### config.mk
export PLATFORM = sky130hd
export DESIGN_NAME = charge_cycle_sequencer
export DESIGN_NICKNAME = d
export VERILOG_FILES = /design/src/axi_lite_port.v /design/src/charge_cycle_sequencer.v /design/src/safety_timer.v
export VERILOG_INCLUDE_DIRS = /design/src /design/src/src
export SDC_FILE = /design/constraint.sdc
export NUM_CORES = 1
export LEC_CHECK = 0
export BUFFER_PORTS_ARGS = -buffer_cell sky130_fd_sc_hd__buf_4
export CAP_MARGIN = 20
export CELL_PAD_IN_SITES_DETAIL_PLACEMENT = 0
export CELL_PAD_IN_SITES_GLOBAL_PLACEMENT = 1
export CORE_MARGIN = 1
export CORE_UTILIZATION = 47
export DETAILED_ROUTE_END_ITERATION = 7
export MAX_ROUTING_LAYER = met4
export PLACE_DENSITY = 0.86
export SYNTH_ARGS = -nofsm -noshare
export SYNTH_HDL_FRONTEND = slang
export SYNTH_HIERARCHICAL = 1
export SYNTH_SLANG_ARGS = --single-unit
### constraint.sdc
create_clock -name mclk -period 4.3 [get_ports mclk]
set_clock_uncertainty 0.2 [all_clocks]
set_input_delay 0 -clock mclk [delete_from_list [all_inputs] [get_ports mclk]]
set_output_delay 0 -clock mclk [all_outputs]
set_load 0.02 [all_outputs]
### src/charge_seq_defines.vh
// Constants shared by the charge cycle sequencer files.
// Summary of operation
// - Three safety periods scale with capacitor: 1.0 h, 1.5 h, 3.0 h per 0.1 uF.
// - Trickle timer starts after qualification, clears on entering constant current.
// - Bulk and overall timers both start when trickle phase is left.
// - Bulk timer clears on entering constant voltage.
// - Overall timer expiry ends the cycle if current never fell below termination.
// - Thermal regulation slows timers in proportion to the reduced charge current.
// - Both indicators off in qualification; charge on, fault off while charging.
// - Complete: fault off; charge flashes 1 Hz 50% or stays off, per variant.
// - Flash rate comes from the capacitor clock, 1 Hz at 0.1 uF.
// - Fault state: charge indicator off, fault indicator steadily on.
// - Fault leaves only on supply cycling or permit going low then high.
// - Temperature out of window blocks or suspends the cycle, no termination, no fault.
// - Cycle resumes or starts automatically once temperature and qualification are good.
// - Invalid temperature: charge indicator off, fault indicator flashes; when complete, the design keeps the fault indicator off.
// - Level select picks lower target voltage when low, higher when high.
// - Permit input can end a charge anytime and start a new or recharge cycle.
// - Permit high enables; permit low disables and terminates the running cycle.
// - Supply below lockout level puts the device into low-power state.
// - Qualify on supply, permit and temperature; keep checking them throughout.
// - Trickle timer expiry before trickle exit threshold gives a fault.
// - Bulk timer expiry before target voltage gives a fault.
// - After completion, recharge starts when voltage drops below recharge threshold.
`ifndef CHARGE_SEQ_DEFINES_VH
`define CHARGE_SEQ_DEFINES_VH

`define ADDR_CONTROL 4'h0
`define ADDR_TIMING 4'h4
`define ADDR_STATUS 4'h8
`define CTRL_FLASH_BIT 0
`define CTRL_RESET 1'b1
`define CAP_RATIO_RESET 8'h01
`define RESP_OKAY 2'b00
`define RESP_SLVERR 2'b10

`define MCLK_HZ 100000000
`define FLASH_HZ 1
`define TRICKLE_LIMIT_TENTHS_H 10
`define BULK_LIMIT_TENTHS_H 15
`define OVERALL_LIMIT_TENTHS_H 30
`define HALF_SECONDS_PER_TENTH_H 720

`endif

### src/axi_lite_port.v
// AXI4-Lite slave handshake front end for the sequencer registers.
`timescale 1ns/10ps
`include "charge_seq_defines.vh"
module axi_lite_port (
    input wire mclk,
    input wire rst,
    input wire [3:0] awaddr,
    input wire awvalid,
    output wire awready,
    input wire [31:0] wdata,
    input wire [3:0] wstrb,
    input wire wvalid,
    output wire wready,
    output reg [1:0] bresp,
    output reg bvalid,
    input wire bready,
    input wire [3:0] araddr,
    input wire arvalid,
    output wire arready,
    output reg [31:0] rdata,
    output reg [1:0] rresp,
    output reg rvalid,
    input wire rready,
    output wire wrEn,
    output reg [3:0] wrAddr,
    output reg [31:0] wrData,
    output reg [3:0] wrStrb,
    input wire wrOk,
    output wire [3:0] rdAddr,
    input wire [31:0] rdData,
    input wire rdOk
);
    reg awHeld;
    reg wHeld;

    // Address and data are held separately so either may arrive first.
    assign awready = !awHeld && !bvalid;
    assign wready = !wHeld && !bvalid;
    assign wrEn = awHeld && wHeld && !bvalid;
    assign arready = !rvalid;
    assign rdAddr = araddr;

    always @(posedge mclk or posedge rst) begin
        if (rst) begin
            awHeld <= 1'b0;
            wHeld <= 1'b0;
            wrAddr <= 4'h0;
            wrData <= 32'h00000000;
            wrStrb <= 4'h0;
            bvalid <= 1'b0;
            bresp <= `RESP_OKAY;
        end else begin
            if (awvalid && awready) begin
                awHeld <= 1'b1;
                wrAddr <= awaddr;
            end
            if (wvalid && wready) begin
                wHeld <= 1'b1;
                wrData <= wdata;
                wrStrb <= wstrb;
            end
            if (wrEn) begin
                awHeld <= 1'b0;
                wHeld <= 1'b0;
                bvalid <= 1'b1;
                bresp <= wrOk ? `RESP_OKAY : `RESP_SLVERR;
            end else if (bvalid && bready) begin
                bvalid <= 1'b0;
            end
        end
    end

    always @(posedge mclk or posedge rst) begin
        if (rst) begin
            rvalid <= 1'b0;
            rdata <= 32'h00000000;
            rresp <= `RESP_OKAY;
        end else if (arvalid && arready) begin
            rvalid <= 1'b1;
            rdata <= rdData;
            rresp <= rdOk ? `RESP_OKAY : `RESP_SLVERR;
        end else if (rvalid && rready) begin
            rvalid <= 1'b0;
        end
    end
endmodule

### src/charge_cycle_sequencer.v
// Charge cycle sequencer: phase control, safety timers, indicators, registers.
//
// Added by the designer: the register offsets and register access over AXI4-Lite.
`timescale 1ns/10ps
`include "charge_seq_defines.vh"
module charge_cycle_sequencer #(
    parameter HALF_PERIOD_CYCLES = `MCLK_HZ / (2 * `FLASH_HZ)
) (
    input wire mclk,
    input wire rst,
    input wire supplyLockout,
    input wire chargePermitIn,
    input wire cellTempSenseOk,
    input wire regulationLevelSelect,
    input wire trickleExitReached,
    input wire targetVoltageReached,
    input wire termCurrentReached,
    input wire belowRechargeThreshold,
    input wire thermalRegActive,
    input wire [3:0] currentShare,
    output reg trickleMode,
    output reg bulkMode,
    output reg voltageMode,
    output reg targetHigh,
    output reg lowPower,
    input wire chargeIndicatorIn,
    output wire chargeIndicatorOut,
    output reg chargeIndicatorOeN,
    input wire faultIndicatorIn,
    output wire faultIndicatorOut,
    output reg faultIndicatorOeN,
    input wire [3:0] awaddr,
    input wire awvalid,
    output wire awready,
    input wire [31:0] wdata,
    input wire [3:0] wstrb,
    input wire wvalid,
    output wire wready,
    output wire [1:0] bresp,
    output wire bvalid,
    input wire bready,
    input wire [3:0] araddr,
    input wire arvalid,
    output wire arready,
    output wire [31:0] rdata,
    output wire [1:0] rresp,
    output wire rvalid,
    input wire rready
);
    // =========================================================
    // Phase codes
    localparam [2:0] ST_IDLE = 3'h0;
    localparam [2:0] ST_QUAL = 3'h1;
    localparam [2:0] ST_TRICKLE = 3'h2;
    localparam [2:0] ST_BULK = 3'h3;
    localparam [2:0] ST_VOLTAGE = 3'h4;
    localparam [2:0] ST_DONE = 3'h5;
    localparam [2:0] ST_FAULT = 3'h6;

    localparam [15:0] TRICKLE_TICKS = `TRICKLE_LIMIT_TENTHS_H * `HALF_SECONDS_PER_TENTH_H;
    localparam [15:0] BULK_TICKS = `BULK_LIMIT_TENTHS_H * `HALF_SECONDS_PER_TENTH_H;
    localparam [15:0] OVERALL_TICKS = `OVERALL_LIMIT_TENTHS_H * `HALF_SECONDS_PER_TENTH_H;
    localparam [31:0] HALF_LAST = HALF_PERIOD_CYCLES - 1;

    reg [2:0] state;
    reg [2:0] next_state;
    reg flashOnComplete;
    reg [7:0] capRatio;
    reg [31:0] baseCount;
    reg [7:0] capCount;
    reg oscTick;
    reg flashPhase;
    reg [3:0] slowAcc;
    reg timerAdvance;
    reg chargeOn;
    reg faultOn;

    wire [4:0] slowSum;
    wire [7:0] capLast;
    wire suspended;
    wire qualified;
    wire trickleExpired;
    wire bulkExpired;
    wire overallExpired;
    wire wrEn;
    wire [3:0] wrAddr;
    wire [31:0] wrData;
    wire [3:0] wrStrb;
    wire wrOk;
    wire [3:0] rdAddr;
    reg [31:0] rdData;
    reg rdOk;

    // =========================================================
    // Capacitor clock
    // Base divider: half a second at 0.1 uF; capRatio counts 0.1 uF units.
    assign capLast = (capRatio == 8'h00) ? 8'h00 : capRatio - 8'h01;

    always @(posedge mclk or posedge rst) begin
        if (rst) begin
            baseCount <= 32'h00000000;
            capCount <= 8'h00;
            oscTick <= 1'b0;
        end else begin
            oscTick <= 1'b0;
            if (baseCount >= HALF_LAST) begin
                baseCount <= 32'h00000000;
                if (capCount >= capLast) begin
                    capCount <= 8'h00;
                    oscTick <= 1'b1;
                end else begin
                    capCount <= capCount + 8'h01;
                end
            end else begin
                baseCount <= baseCount + 32'h00000001;
            end
        end
    end

    // Flash toggles every half period of the capacitor clock.
    always @(posedge mclk or posedge rst) begin
        if (rst) begin
            flashPhase <= 1'b0;
        end else if (oscTick) begin
            flashPhase <= !flashPhase;
        end
    end

    // =========================================================
    // Thermal slow-down
    // A tick counts only as often as the current share allows, stretching timers.
    assign slowSum = {1'b0, slowAcc} + {1'b0, currentShare};

    always @(posedge mclk or posedge rst) begin
        if (rst) begin
            slowAcc <= 4'h0;
            timerAdvance <= 1'b0;
        end else if (!thermalRegActive) begin
            slowAcc <= 4'h0;
            timerAdvance <= oscTick;
        end else if (oscTick) begin
            slowAcc <= slowSum[3:0];
            timerAdvance <= slowSum[4];
        end else begin
            timerAdvance <= 1'b0;
        end
    end

    // =========================================================
    // Safety timers
    // Timers hold their count while suspended and clear outside their phase.
    assign suspended = !cellTempSenseOk && (state == ST_QUAL ||
        state == ST_TRICKLE || state == ST_BULK || state == ST_VOLTAGE);

    safety_timer #(.LIMIT(TRICKLE_TICKS)) trickleTimer (
        .mclk(mclk),
        .rst(rst),
        .clear(state != ST_TRICKLE),
        .advance(timerAdvance && !suspended),
        .expired(trickleExpired)
    );

    safety_timer #(.LIMIT(BULK_TICKS)) bulkTimer (
        .mclk(mclk),
        .rst(rst),
        .clear(state != ST_BULK),
        .advance(timerAdvance && !suspended),
        .expired(bulkExpired)
    );

    safety_timer #(.LIMIT(OVERALL_TICKS)) overallTimer (
        .mclk(mclk),
        .rst(rst),
        .clear(state != ST_BULK && state != ST_VOLTAGE),
        .advance(timerAdvance && !suspended),
        .expired(overallExpired)
    );

    // =========================================================
    // Phase sequencing
    assign qualified = !supplyLockout && chargePermitIn && cellTempSenseOk;

    always @* begin
        next_state = state;
        case (state)
            ST_IDLE: begin
                if (chargePermitIn) begin
                    next_state = ST_QUAL;
                end
            end
            ST_QUAL: begin
                if (qualified) begin
                    next_state = trickleExitReached ? ST_BULK : ST_TRICKLE;
                end
            end
            ST_TRICKLE: begin
                if (trickleExitReached) begin
                    next_state = ST_BULK;
                end else if (trickleExpired) begin
                    next_state = ST_FAULT;
                end
            end
            ST_BULK: begin
                if (targetVoltageReached) begin
                    next_state = ST_VOLTAGE;
                end else if (bulkExpired) begin
                    next_state = ST_FAULT;
                end else if (overallExpired) begin
                    next_state = ST_DONE;
                end
            end
            ST_VOLTAGE: begin
                if (termCurrentReached || overallExpired) begin
                    next_state = ST_DONE;
                end
            end
            ST_DONE: begin
                if (belowRechargeThreshold && qualified) begin
                    next_state = ST_QUAL;
                end
            end
            ST_FAULT: begin
                next_state = ST_FAULT;
            end
            default: begin
                next_state = ST_IDLE;
            end
        endcase
        if (suspended) begin
            next_state = state;
        end
        // Lockout and a low permit win over every phase, fault included.
        if (supplyLockout || !chargePermitIn) begin
            next_state = ST_IDLE;
        end
    end

    always @(posedge mclk or posedge rst) begin
        if (rst) begin
            state <= ST_IDLE;
        end else begin
            state <= next_state;
        end
    end

    // =========================================================
    // Analog control levels
    always @(posedge mclk or posedge rst) begin
        if (rst) begin
            trickleMode <= 1'b0;
            bulkMode <= 1'b0;
            voltageMode <= 1'b0;
            targetHigh <= 1'b0;
            lowPower <= 1'b1;
        end else begin
            trickleMode <= next_state == ST_TRICKLE && !suspended;
            bulkMode <= next_state == ST_BULK && !suspended;
            voltageMode <= next_state == ST_VOLTAGE && !suspended;
            targetHigh <= regulationLevelSelect;
            lowPower <= supplyLockout || !chargePermitIn;
        end
    end

    // =========================================================
    // Indicators
    // Open drain: data is tied low and the enable lets the pin sink.
    assign chargeIndicatorOut = 1'b0;
    assign faultIndicatorOut = 1'b0;

    always @* begin
        chargeOn = 1'b0;
        faultOn = 1'b0;
        case (state)
            ST_QUAL: begin
                faultOn = suspended && flashPhase;
            end
            ST_TRICKLE, ST_BULK, ST_VOLTAGE: begin
                chargeOn = !suspended;
                faultOn = suspended && flashPhase;
            end
            ST_DONE: begin
                chargeOn = flashOnComplete && flashPhase && cellTempSenseOk;
            end
            ST_FAULT: begin
                faultOn = 1'b1;
            end
            default: begin
                chargeOn = 1'b0;
            end
        endcase
    end

    always @(posedge mclk or posedge rst) begin
        if (rst) begin
            chargeIndicatorOeN <= 1'b1;
            faultIndicatorOeN <= 1'b1;
        end else begin
            chargeIndicatorOeN <= !chargeOn;
            faultIndicatorOeN <= !faultOn;
        end
    end

    // =========================================================
    // Register bank
    axi_lite_port busPort (
        .mclk(mclk),
        .rst(rst),
        .awaddr(awaddr),
        .awvalid(awvalid),
        .awready(awready),
        .wdata(wdata),
        .wstrb(wstrb),
        .wvalid(wvalid),
        .wready(wready),
        .bresp(bresp),
        .bvalid(bvalid),
        .bready(bready),
        .araddr(araddr),
        .arvalid(arvalid),
        .arready(arready),
        .rdata(rdata),
        .rresp(rresp),
        .rvalid(rvalid),
        .rready(rready),
        .wrEn(wrEn),
        .wrAddr(wrAddr),
        .wrData(wrData),
        .wrStrb(wrStrb),
        .wrOk(wrOk),
        .rdAddr(rdAddr),
        .rdData(rdData),
        .rdOk(rdOk)
    );

    // Status is read-only; a write to it is refused like an unmapped one.
    assign wrOk = wrAddr == `ADDR_CONTROL || wrAddr == `ADDR_TIMING;

    always @(posedge mclk or posedge rst) begin
        if (rst) begin
            flashOnComplete <= `CTRL_RESET;
            capRatio <= `CAP_RATIO_RESET;
        end else if (wrEn && wrStrb[0]) begin
            if (wrAddr == `ADDR_CONTROL) begin
                flashOnComplete <= wrData[`CTRL_FLASH_BIT];
            end
            if (wrAddr == `ADDR_TIMING) begin
                capRatio <= wrData[7:0];
            end
        end
    end

    always @* begin
        rdData = 32'h00000000;
        rdOk = 1'b1;
        case (rdAddr)
            `ADDR_CONTROL: begin
                rdData[`CTRL_FLASH_BIT] = flashOnComplete;
            end
            `ADDR_TIMING: begin
                rdData[7:0] = capRatio;
            end
            `ADDR_STATUS: begin
                rdData[9:0] = {flashPhase, faultIndicatorIn, chargeIndicatorIn, overallExpired,
                    bulkExpired, trickleExpired, suspended, state};
            end
            default: begin
                rdOk = 1'b0;
            end
        endcase
    end
endmodule

### src/safety_timer.v
// Safety timer counting capacitor-clock ticks up to a fixed limit.
`timescale 1ns/10ps
module safety_timer #(
    parameter [15:0] LIMIT = 16'h0001
) (
    input wire mclk,
    input wire rst,
    input wire clear,
    input wire advance,
    output reg expired
);
    reg [15:0] count;

    always @(posedge mclk or posedge rst) begin
        if (rst) begin
            count <= 16'h0000;
            expired <= 1'b0;
        end else if (clear) begin
            count <= 16'h0000;
            expired <= 1'b0;
        end else if (advance && !expired) begin
            if (count == LIMIT - 16'h0001) begin
                expired <= 1'b1;
            end
            count <= count + 16'h0001;
        end
    end
endmodule

**After elaboration in Yosys (flattened, before gate mapping)**

Index checks and enable logic that the tools add are counted.

- Muxes and demuxes: 53
- Order comparisons: 2
- Reduce and logical (&&, ||, !) cells: 67
- Equal/unequal tests: 19
- Add/subtract/negate cells: 7

Operators with widths:

| cell | number |
|---|---|
| $mux 16 | 6 |
| $add 16x1->16 const B | 3 |
| $mux 3 | 11 |
| $add 32x1->32 const B | 1 |
| $ge 32x26->1 const B | 1 |
| $mux 32 | 1 |
| $logic_and 1x1->1 | 25 |
| $mux 1 | 23 |
| $pmux 3 s7 | 1 |
| $reduce_bool 2->1 | 10 |
| $eq 16x13->1 const B | 1 |
| $eq 16x14->1 const B | 1 |
| $eq 16x15->1 const B | 1 |
| $mux 8 | 2 |
| $logic_not 1->1 | 14 |
| $pmux 7 s2 | 1 |
| $eq 3x2->1 const B | 4 |
| $eq 3x3->1 const B | 4 |
| $reduce_and 2->1 | 5 |
| $add 8x1->8 const B | 1 |
| $eq 4x3->1 const B | 2 |
| $ge 8x8->1 | 1 |
| $logic_not 4->1 | 2 |
| $logic_not 8->1 | 1 |
| 15 further kinds | 26 |

- Bits of input ports: 66
- Logic and storage cells: 180
- Output and inout port bits: 50
- Register bits after elaboration: 148

**Logic depth before layout (Yosys ltp)**

Gate-level depths: netlist (run 1).

- Depth after elaboration: 10
- Gate-level depth with buffers: 12
- Mapped depth without buffers: 12

**By module**

The synthesis (run 1) kept the hierarchy.

Modules (own cells, without submodules):

| module | area an instance (µm²) | seq. area each (µm²) | cells an instance | instances |
|---|---|---|---|---|
| charge_cycle_sequencer | 3741.1 | 1657.8 | 379 | 1 |
| axi_lite_port | 3022.9 | 1951.9 | 185 | 1 |
| safety_timer at bulkTimer | 933.4 | 425.4 | 95 | 1 |
| safety_timer at overallTimer | 899.6 | 425.4 | 95 | 1 |
| safety_timer at trickleTimer | 872.1 | 425.4 | 93 | 1 |

**Worst setup path before layout (run 1)**

No wires, ideal clock.

- Path kind: flip-flop to flip-flop
- From: register capRatio[1]
- To: register capCount[2]
- Data required time: 3.999 ns
- Arrival: 2.815 ns
- Stages on the path, launching flop included: 13
- Clock period less this slack: 3.115 ns
- Library setup time: 0.101 ns
- Buffers on the path: 0
- Setup slack: 1.185 ns
- Path through: dfrtp_1 > inv_1 > ha_1 > nand2_1 > or3_1 > or3_1 > and2_1 > ha_1 > nand2b_1 > a211oi_1 > o221a_2 > o2bb2ai_2 > o311ai_2

- Word-level cells in the longest chain between the ends: 4
- Elaborated cells between the ends (all ways): 5
- Classes of those cells: add/sub: 1; order compare: 1; mux: 2; reduce/logical: 1

RTL lines:

| what | RTL line | text |
|---|---|---|
| start, declared | charge_cycle_sequencer.v:68 | `reg [7:0] capRatio;` |
| start signal, assigned | charge_cycle_sequencer.v:341 | `` capRatio <= `CAP_RATIO_RESET; `` |
| start signal, assigned | charge_cycle_sequencer.v:347 | `capRatio <= wrData[7:0];` |
| $sub 8x1->8 or $logic_not 8->1 (tied branches) | charge_cycle_sequencer.v:97 | `assign capLast = (capRatio == 8'h00) ? 8'h00 : capRatio - 8'h01;` |
| $mux 8 * | charge_cycle_sequencer.v:97 |  |
| $ge 8x8->1 * | charge_cycle_sequencer.v:108 | `if (capCount >= capLast) begin` |
| $mux 8 * | charge_cycle_sequencer.v:108 |  |
| end signal, assigned | charge_cycle_sequencer.v:112 | `capCount <= capCount + 8'h01;` |
| end, declared | charge_cycle_sequencer.v:70 | `reg [7:0] capCount;` |

Mark *: on every way between the ends. The rest lies on a longest branch, timed or not.
A chain may end at the register's enable or synchronous reset.

**Final worst setup path (run 1)**

- From: register capRatio[1]
- To: register capCount[7]

Same word-level chain as after synthesis.

==> results of run 1 <==
## worst min path at each step
stage                                      from                  to  slack [ns]  depth (start not counted)
after global routing      regulationLevelSelect          targetHigh        0.03                          2
after detailed placement  regulationLevelSelect          targetHigh       -0.09                          1
after floorplan                             rst  bulkTimer/count[0]       -0.27                          1
final                                 araddr[1]    busPort/rdata[4]        0.02                          4
after CTS                 regulationLevelSelect          targetHigh      0.0006                          2
after global placement    regulationLevelSelect          targetHigh       -0.09                          1
## power by group
group / internal (W) / switching, W
logic: 0.000560 / 0.000580
registers: 0.00179 / 0.000177
clock network: 0.000876 / 0.000670
total: 0.00322 / 0.00143
## area by class of cell
class | instances | area (sq um)
tap | 225 | 282
timing repair buffer | 139 | 1180
fill | 1486 | 7090
clock buffer | 19 | 433
clock inverter | 13 | 159
sequential | 168 | 4210
multi-input combinational | 590 | 4020
inverter | 30 | 113
## state kept, by name, indices dropped and copies added, names as in the netlist, 3 cells and up
signal	flops
slowAcc	4
trickleTimer/count	16
capRatio	8
baseCount	32
busPort/wrAddr	4
overallTimer/count	16
capCount	8
bulkTimer/count	16
state	3
busPort/wrData	8
busPort/rdata	32
## what timing repair did
action,CTS,global route
endpoints found under the setup margin,0,0
hold buffers,47,1
endpoints found under the hold margin,178,13
## worst max-delay path: stages, from the launching register on
cell and delay [ns]:
dfrtp_1 0.42, inv_1 0.09, ha_1 0.17, nand2_1 0.08
or3_1 0.37, or3_1 0.41, and2_1 0.20, ha_1 0.26
nand2b_1 0.09, a211oi_1 0.07, o221a_2 0.35, o2bb2ai_2 0.39
o221ai_1 0.20
## placed cells by master, fill, tap and decap left out, types with 9 or more instances in the layout
cell type	instances
nand2_1	34
mux2_2	57
xor2_1	28
xnor2_1	28
o211ai_1	9
nor2_1	101
nor2b_1	10
ha_1	18
nor3_1	18
nand4_1	18
nand3_1	40
conb_1	32
or3_1	16
buf_4	90
dfrtp_1	163
a21oi_1	23
dlygate4sd3_1	48
inv_1	28
o21ai_0	22
clkbuf_16	17
## routing by layer
layer  vias up  GRT usage  part of all wire
li1       3092          -                 -
met1      3056      0.283              0.48
met2        79      0.327              0.49
met3         6     0.0429             0.026
met5         -          -                 0
met4         0     0.0611            0.0062
## through the flow
step	cells	setup WS, ns
floorplan	822	1.18
global placement	1103	0.944
detailed placement	1103	0.904
CTS	1182	0.860
global route	1184	0.639
finish	1184	0.854
==> impl_metrics.ini, run 1 <==
[global_route]
grt_overflow_total = 0
grt_pass1_vias = 6107
grt_max_degree = 52
antenna_found_initial = 0
grt_pass1_wl_mm = 30.0
gr-usage-all-layers = 0.212

[die]
core-area_sq_mm = 0.0175
io_pins = 116
initial_core_util = 0.485
die_y_microns = 136
dieArea_sq_mm = 0.0186
dieWidth_microns = 136
rows = 48

[placed_design]
placed_area_sq_mm = 0.00930
place_hpwl_mm = 12.0
io_buffers = 84
place_congestion = 0.790

[clock_network]
cts_max_level = 4
post_cts_buffers = 0
cts_root_buffer = clkbuf_16
clkLatencyLatePin_ns = 0.43
cts_buffers = 17
clk_pin_slew_ns = 0.07
cts_tree = built
clk_path_buf_depth = 2
cts_resized = 0
cts_sinks = 168

[critical_path]
rr_worst_depth = 12
crit_arrival_ns = 3.53
r2r_slack_ns = 0.85
crit_path_start_kind = register
crit_path_start = capRatio[1]
r2r_end = capCount[7]
worst_ep_required_time_ns = 4.38
cp-end-kind = register
crit_end = capCount[7]
worstSetupPathType = reg2reg
r2r-start = capRatio[1]
cp_max_fo = 8

[timing]
final_hold_viol_count = 0
final-max-slew-violation-count = 0
tightest_slew_ns = 0.935
grt_setup_unrepaired = no
hold_ws_ns = 0.0237
period_share = 0.801
relSlewSlack = 0.371
setup_tns_ns = 0
fmax_ghz = 0.290
setup_viol = 0
min_period_ns = 3.45

[outcome]
status = finished clean

[logic_synthesis]
avgSynthCellArea_sq_um = 10.7
synth_area_sq_mm = 0.00847
netlist_instances = 792
yosys_warnings = 6

[cells_and_area]
fin_area_sq_mm = 0.0104
drive_above_1_share = 0.220
antenna_cells = 0
syn_to_final_growth_pct = 22.7
finalNetCount = 1031
fin_util = 0.595

[detailed_routing]
drt-total-wl_mm = 17.6
vias_per_cell = 5.26
drt_iter0_drc = 368
dr.pass1.iters = 5
drc = 0
post_drt_wl_per_cell_microns = 14.8
ant_nets = 0
vias = 6233

[worst_hold_path]
hold_path.class = in2reg

[power_and_ir_drop]
powerDensity_mw_per_mm2 = 448
ir_drop_mv = 0.363
p_leak_nw = 4.50
p_total_w = 0.00465

[run]
cap_violations = 0
Note: power is estimated with default switching activity, not from simulation.
==> run 2: changes to the inputs <==
==> constraint.sdc (replaced) <==
create_clock -name mclk -period 3.5 [get_ports mclk]
set_clock_uncertainty 0.2 [all_clocks]
set_input_delay 0 -clock mclk [delete_from_list [all_inputs] [get_ports mclk]]
set_output_delay 0 -clock mclk [all_outputs]
set_load 0.02 [all_outputs]
==> impl_metrics.ini, run 2 (synthesis gave the netlist of run 1 again) <==
[cells_and_area]
finish.cell_count_without_fillers = 1192
multi_input_area_sq_mm = 0.00404
syn_to_final_growth_pct = 23.8
drive_above_1_share = 0.230
antenna_cells = 0
reg.largest.list = baseCount (32), busPort/rdata (32)
final_common_cell = dfrtp_1
finalNetCount = 1039
regArea_sq_mm = 0.00421
fill_cells = 1397
layout_common_cells = dfrtp_1, nor2_1, buf_4

[critical_path]
crit_path_start_kind = register
worstSetupPathType = reg2reg
crit_path_max_incr_delay_ns = 0.41
crit_end = capCount[7]
cp_max_fo = 8
r2r_slack_ns = 0.21
crit_arrival_ns = 3.41
cp_cell_sequence = inv_1, ha_1, nand2_1, or3_4, or3_4, and2_1, ha_1, nand2b_1, a211oi_1, o221a_2, o2bb2ai_4, o221ai_1
path_delay_family = simple AND/OR/NAND/NOR gates
cp_slowest_cell = dfrtp_1
cp_num_buf_inv = 1
crit_cells = 12
r2r_end = capCount[7]
r2r-start = capRatio[1]
cp-end-kind = register
rr_worst_depth = 12
worst_ep_required_time_ns = 3.62
crit_path_start = capRatio[1]

[power_and_ir_drop]
ir_drop_mv = 0.444
p_switching_w = 0.00178
powerDensity_mw_per_mm2 = 557
seqPwrFrac = 0.413
internal_power_w = 0.00406
combinationalPowerShare = 0.261
clockPowerShare = 0.326
p_leak_nw = 4.55
p_total_w = 0.00584
swShare = 0.304

[die]
die_y_microns = 136
dieArea_sq_mm = 0.0186
dieWidth_microns = 136
io_pins = 116
rows = 48
core-area_sq_mm = 0.0175
initial_core_util = 0.485

[timing]
period_share = 0.941
grt_setup_unrepaired = no
fmax_ghz = 0.304
tightest_slew_ns = 0.970
final-max-slew-violation-count = 0
relSlewSlack = 0.347
setup_tns_ns = 0
final_hold_viol_count = 0
worst_slack_ns = 0.206
min_period_ns = 3.29
setup_viol = 0

[detailed_routing]
dr.pass1.iters = 4
vias = 6349
ant_nets = 0
vias_per_cell = 5.33
post_drt_wl_per_cell_microns = 15.0
drt_iter0_drc = 356
drt-total-wl_mm = 17.9
drc = 0

[clock_network]
clk_path_buf_depth = 2
cts_buffers = 17
cts_sinks = 168
cts_max_level = 4
cts_root_buffer = clkbuf_16
clkLatencyLatePin_ns = 0.43
cts_tree = built
clk_pin_slew_ns = 0.07

[global_route]
gr-usage-all-layers = 0.214
antenna_found_initial = 0
grt_overflow_total = 0
grt_pass1_wl_mm = 30.3
grt_pass1_vias = 6193
grt_max_degree = 52

[worst_hold_path]
min_path_cells = 5
hold_path.class = in2reg
hp-start = termCurrentReached

[outcome]
status = finished clean

[placed_design]
io_buffers = 84
place_congestion = 0.841
place_hpwl_mm = 12.1
dp_slack_ns = 0.142
placed_cells = 1109

[run]
cap_violations = 0
run 2: cell types whose count changed in the layout (fill, tap and decap cells not counted), sizes merged:
| cell | delta |
|---|---|
| clkinv | +2 |
| buf | +8 |
| inv | -1 |
| clkinvlp | -1 |
run 2: layer usage:
layer	routed length, microns	vias to the layer above	track usage	share of wire
li1	-	3091	-	-
met1	8250	3149	0.278	0.46
met2	8880	85	0.331	0.50
met3	509	24	0.0440	0.028
met4	278	0	0.0735	0.016
met5	0	-	-	0
run 2: metrics by stage:
stage	hold slack, ns	area, sq um	utilization
after floorplan	-0.274	8580	-
after global placement	-0.0902	9340	0.535
after detailed placement	-0.0897	9340	0.535
after CTS	0.0180	10400	0.596
after global routing	0.0481	10500	0.600
final	0.0292	10500	0.600
run 2: power groups by stage:
stage	logic, W	clock network, W	registers (W)
after detailed placement	0.00133	0	0.00244
after global routing	0.00169	0.00205	0.00245
after floorplan	0.000904	0	0.00248
after global placement	0.00131	0	0.00243
after CTS	0.00143	0.00196	0.00241
final	0.00152	0.00191	0.00241
run 2: final cells by class:
type	instances	area share
well taps	225	0.0269
repair buffers	147	0.118
clock inverters	13	0.0153
multi-input cells	590	0.385
flip-flops and latches	168	0.402
inverters	30	0.0107
clock buffers	19	0.0422
run 2: how the worst min path moves through the flow:
stage                               endpoint
after floorplan           bulkTimer/count[0]
after global placement            targetHigh
after detailed placement          targetHigh
after global routing        busPort/rdata[4]
final                               state[0]
after CTS                   busPort/rdata[4]
run 2: what timing repair did:
| action | CTS | global route |
|---|---|---|
| hold buffers | 47 | 1 |
| hold endpoints to repair | 174 | 5 |
| resized for setup | 0 | 3 |
| setup buffers | 0 | 2 |
| setup endpoints to repair | 0 | 8 |
run 2: worst reg2reg max path, delay by kind of cell, from the launching register on:
family | cells | cell delay (ns)
and+or+nand+nor | 5 | 1.13
adders and majority gates | 2 | 0.43
DFF | 1 | 0.41
buffers and inverters | 1 | 0.08
AOI/OAI and AO/OA | 4 | 0.94
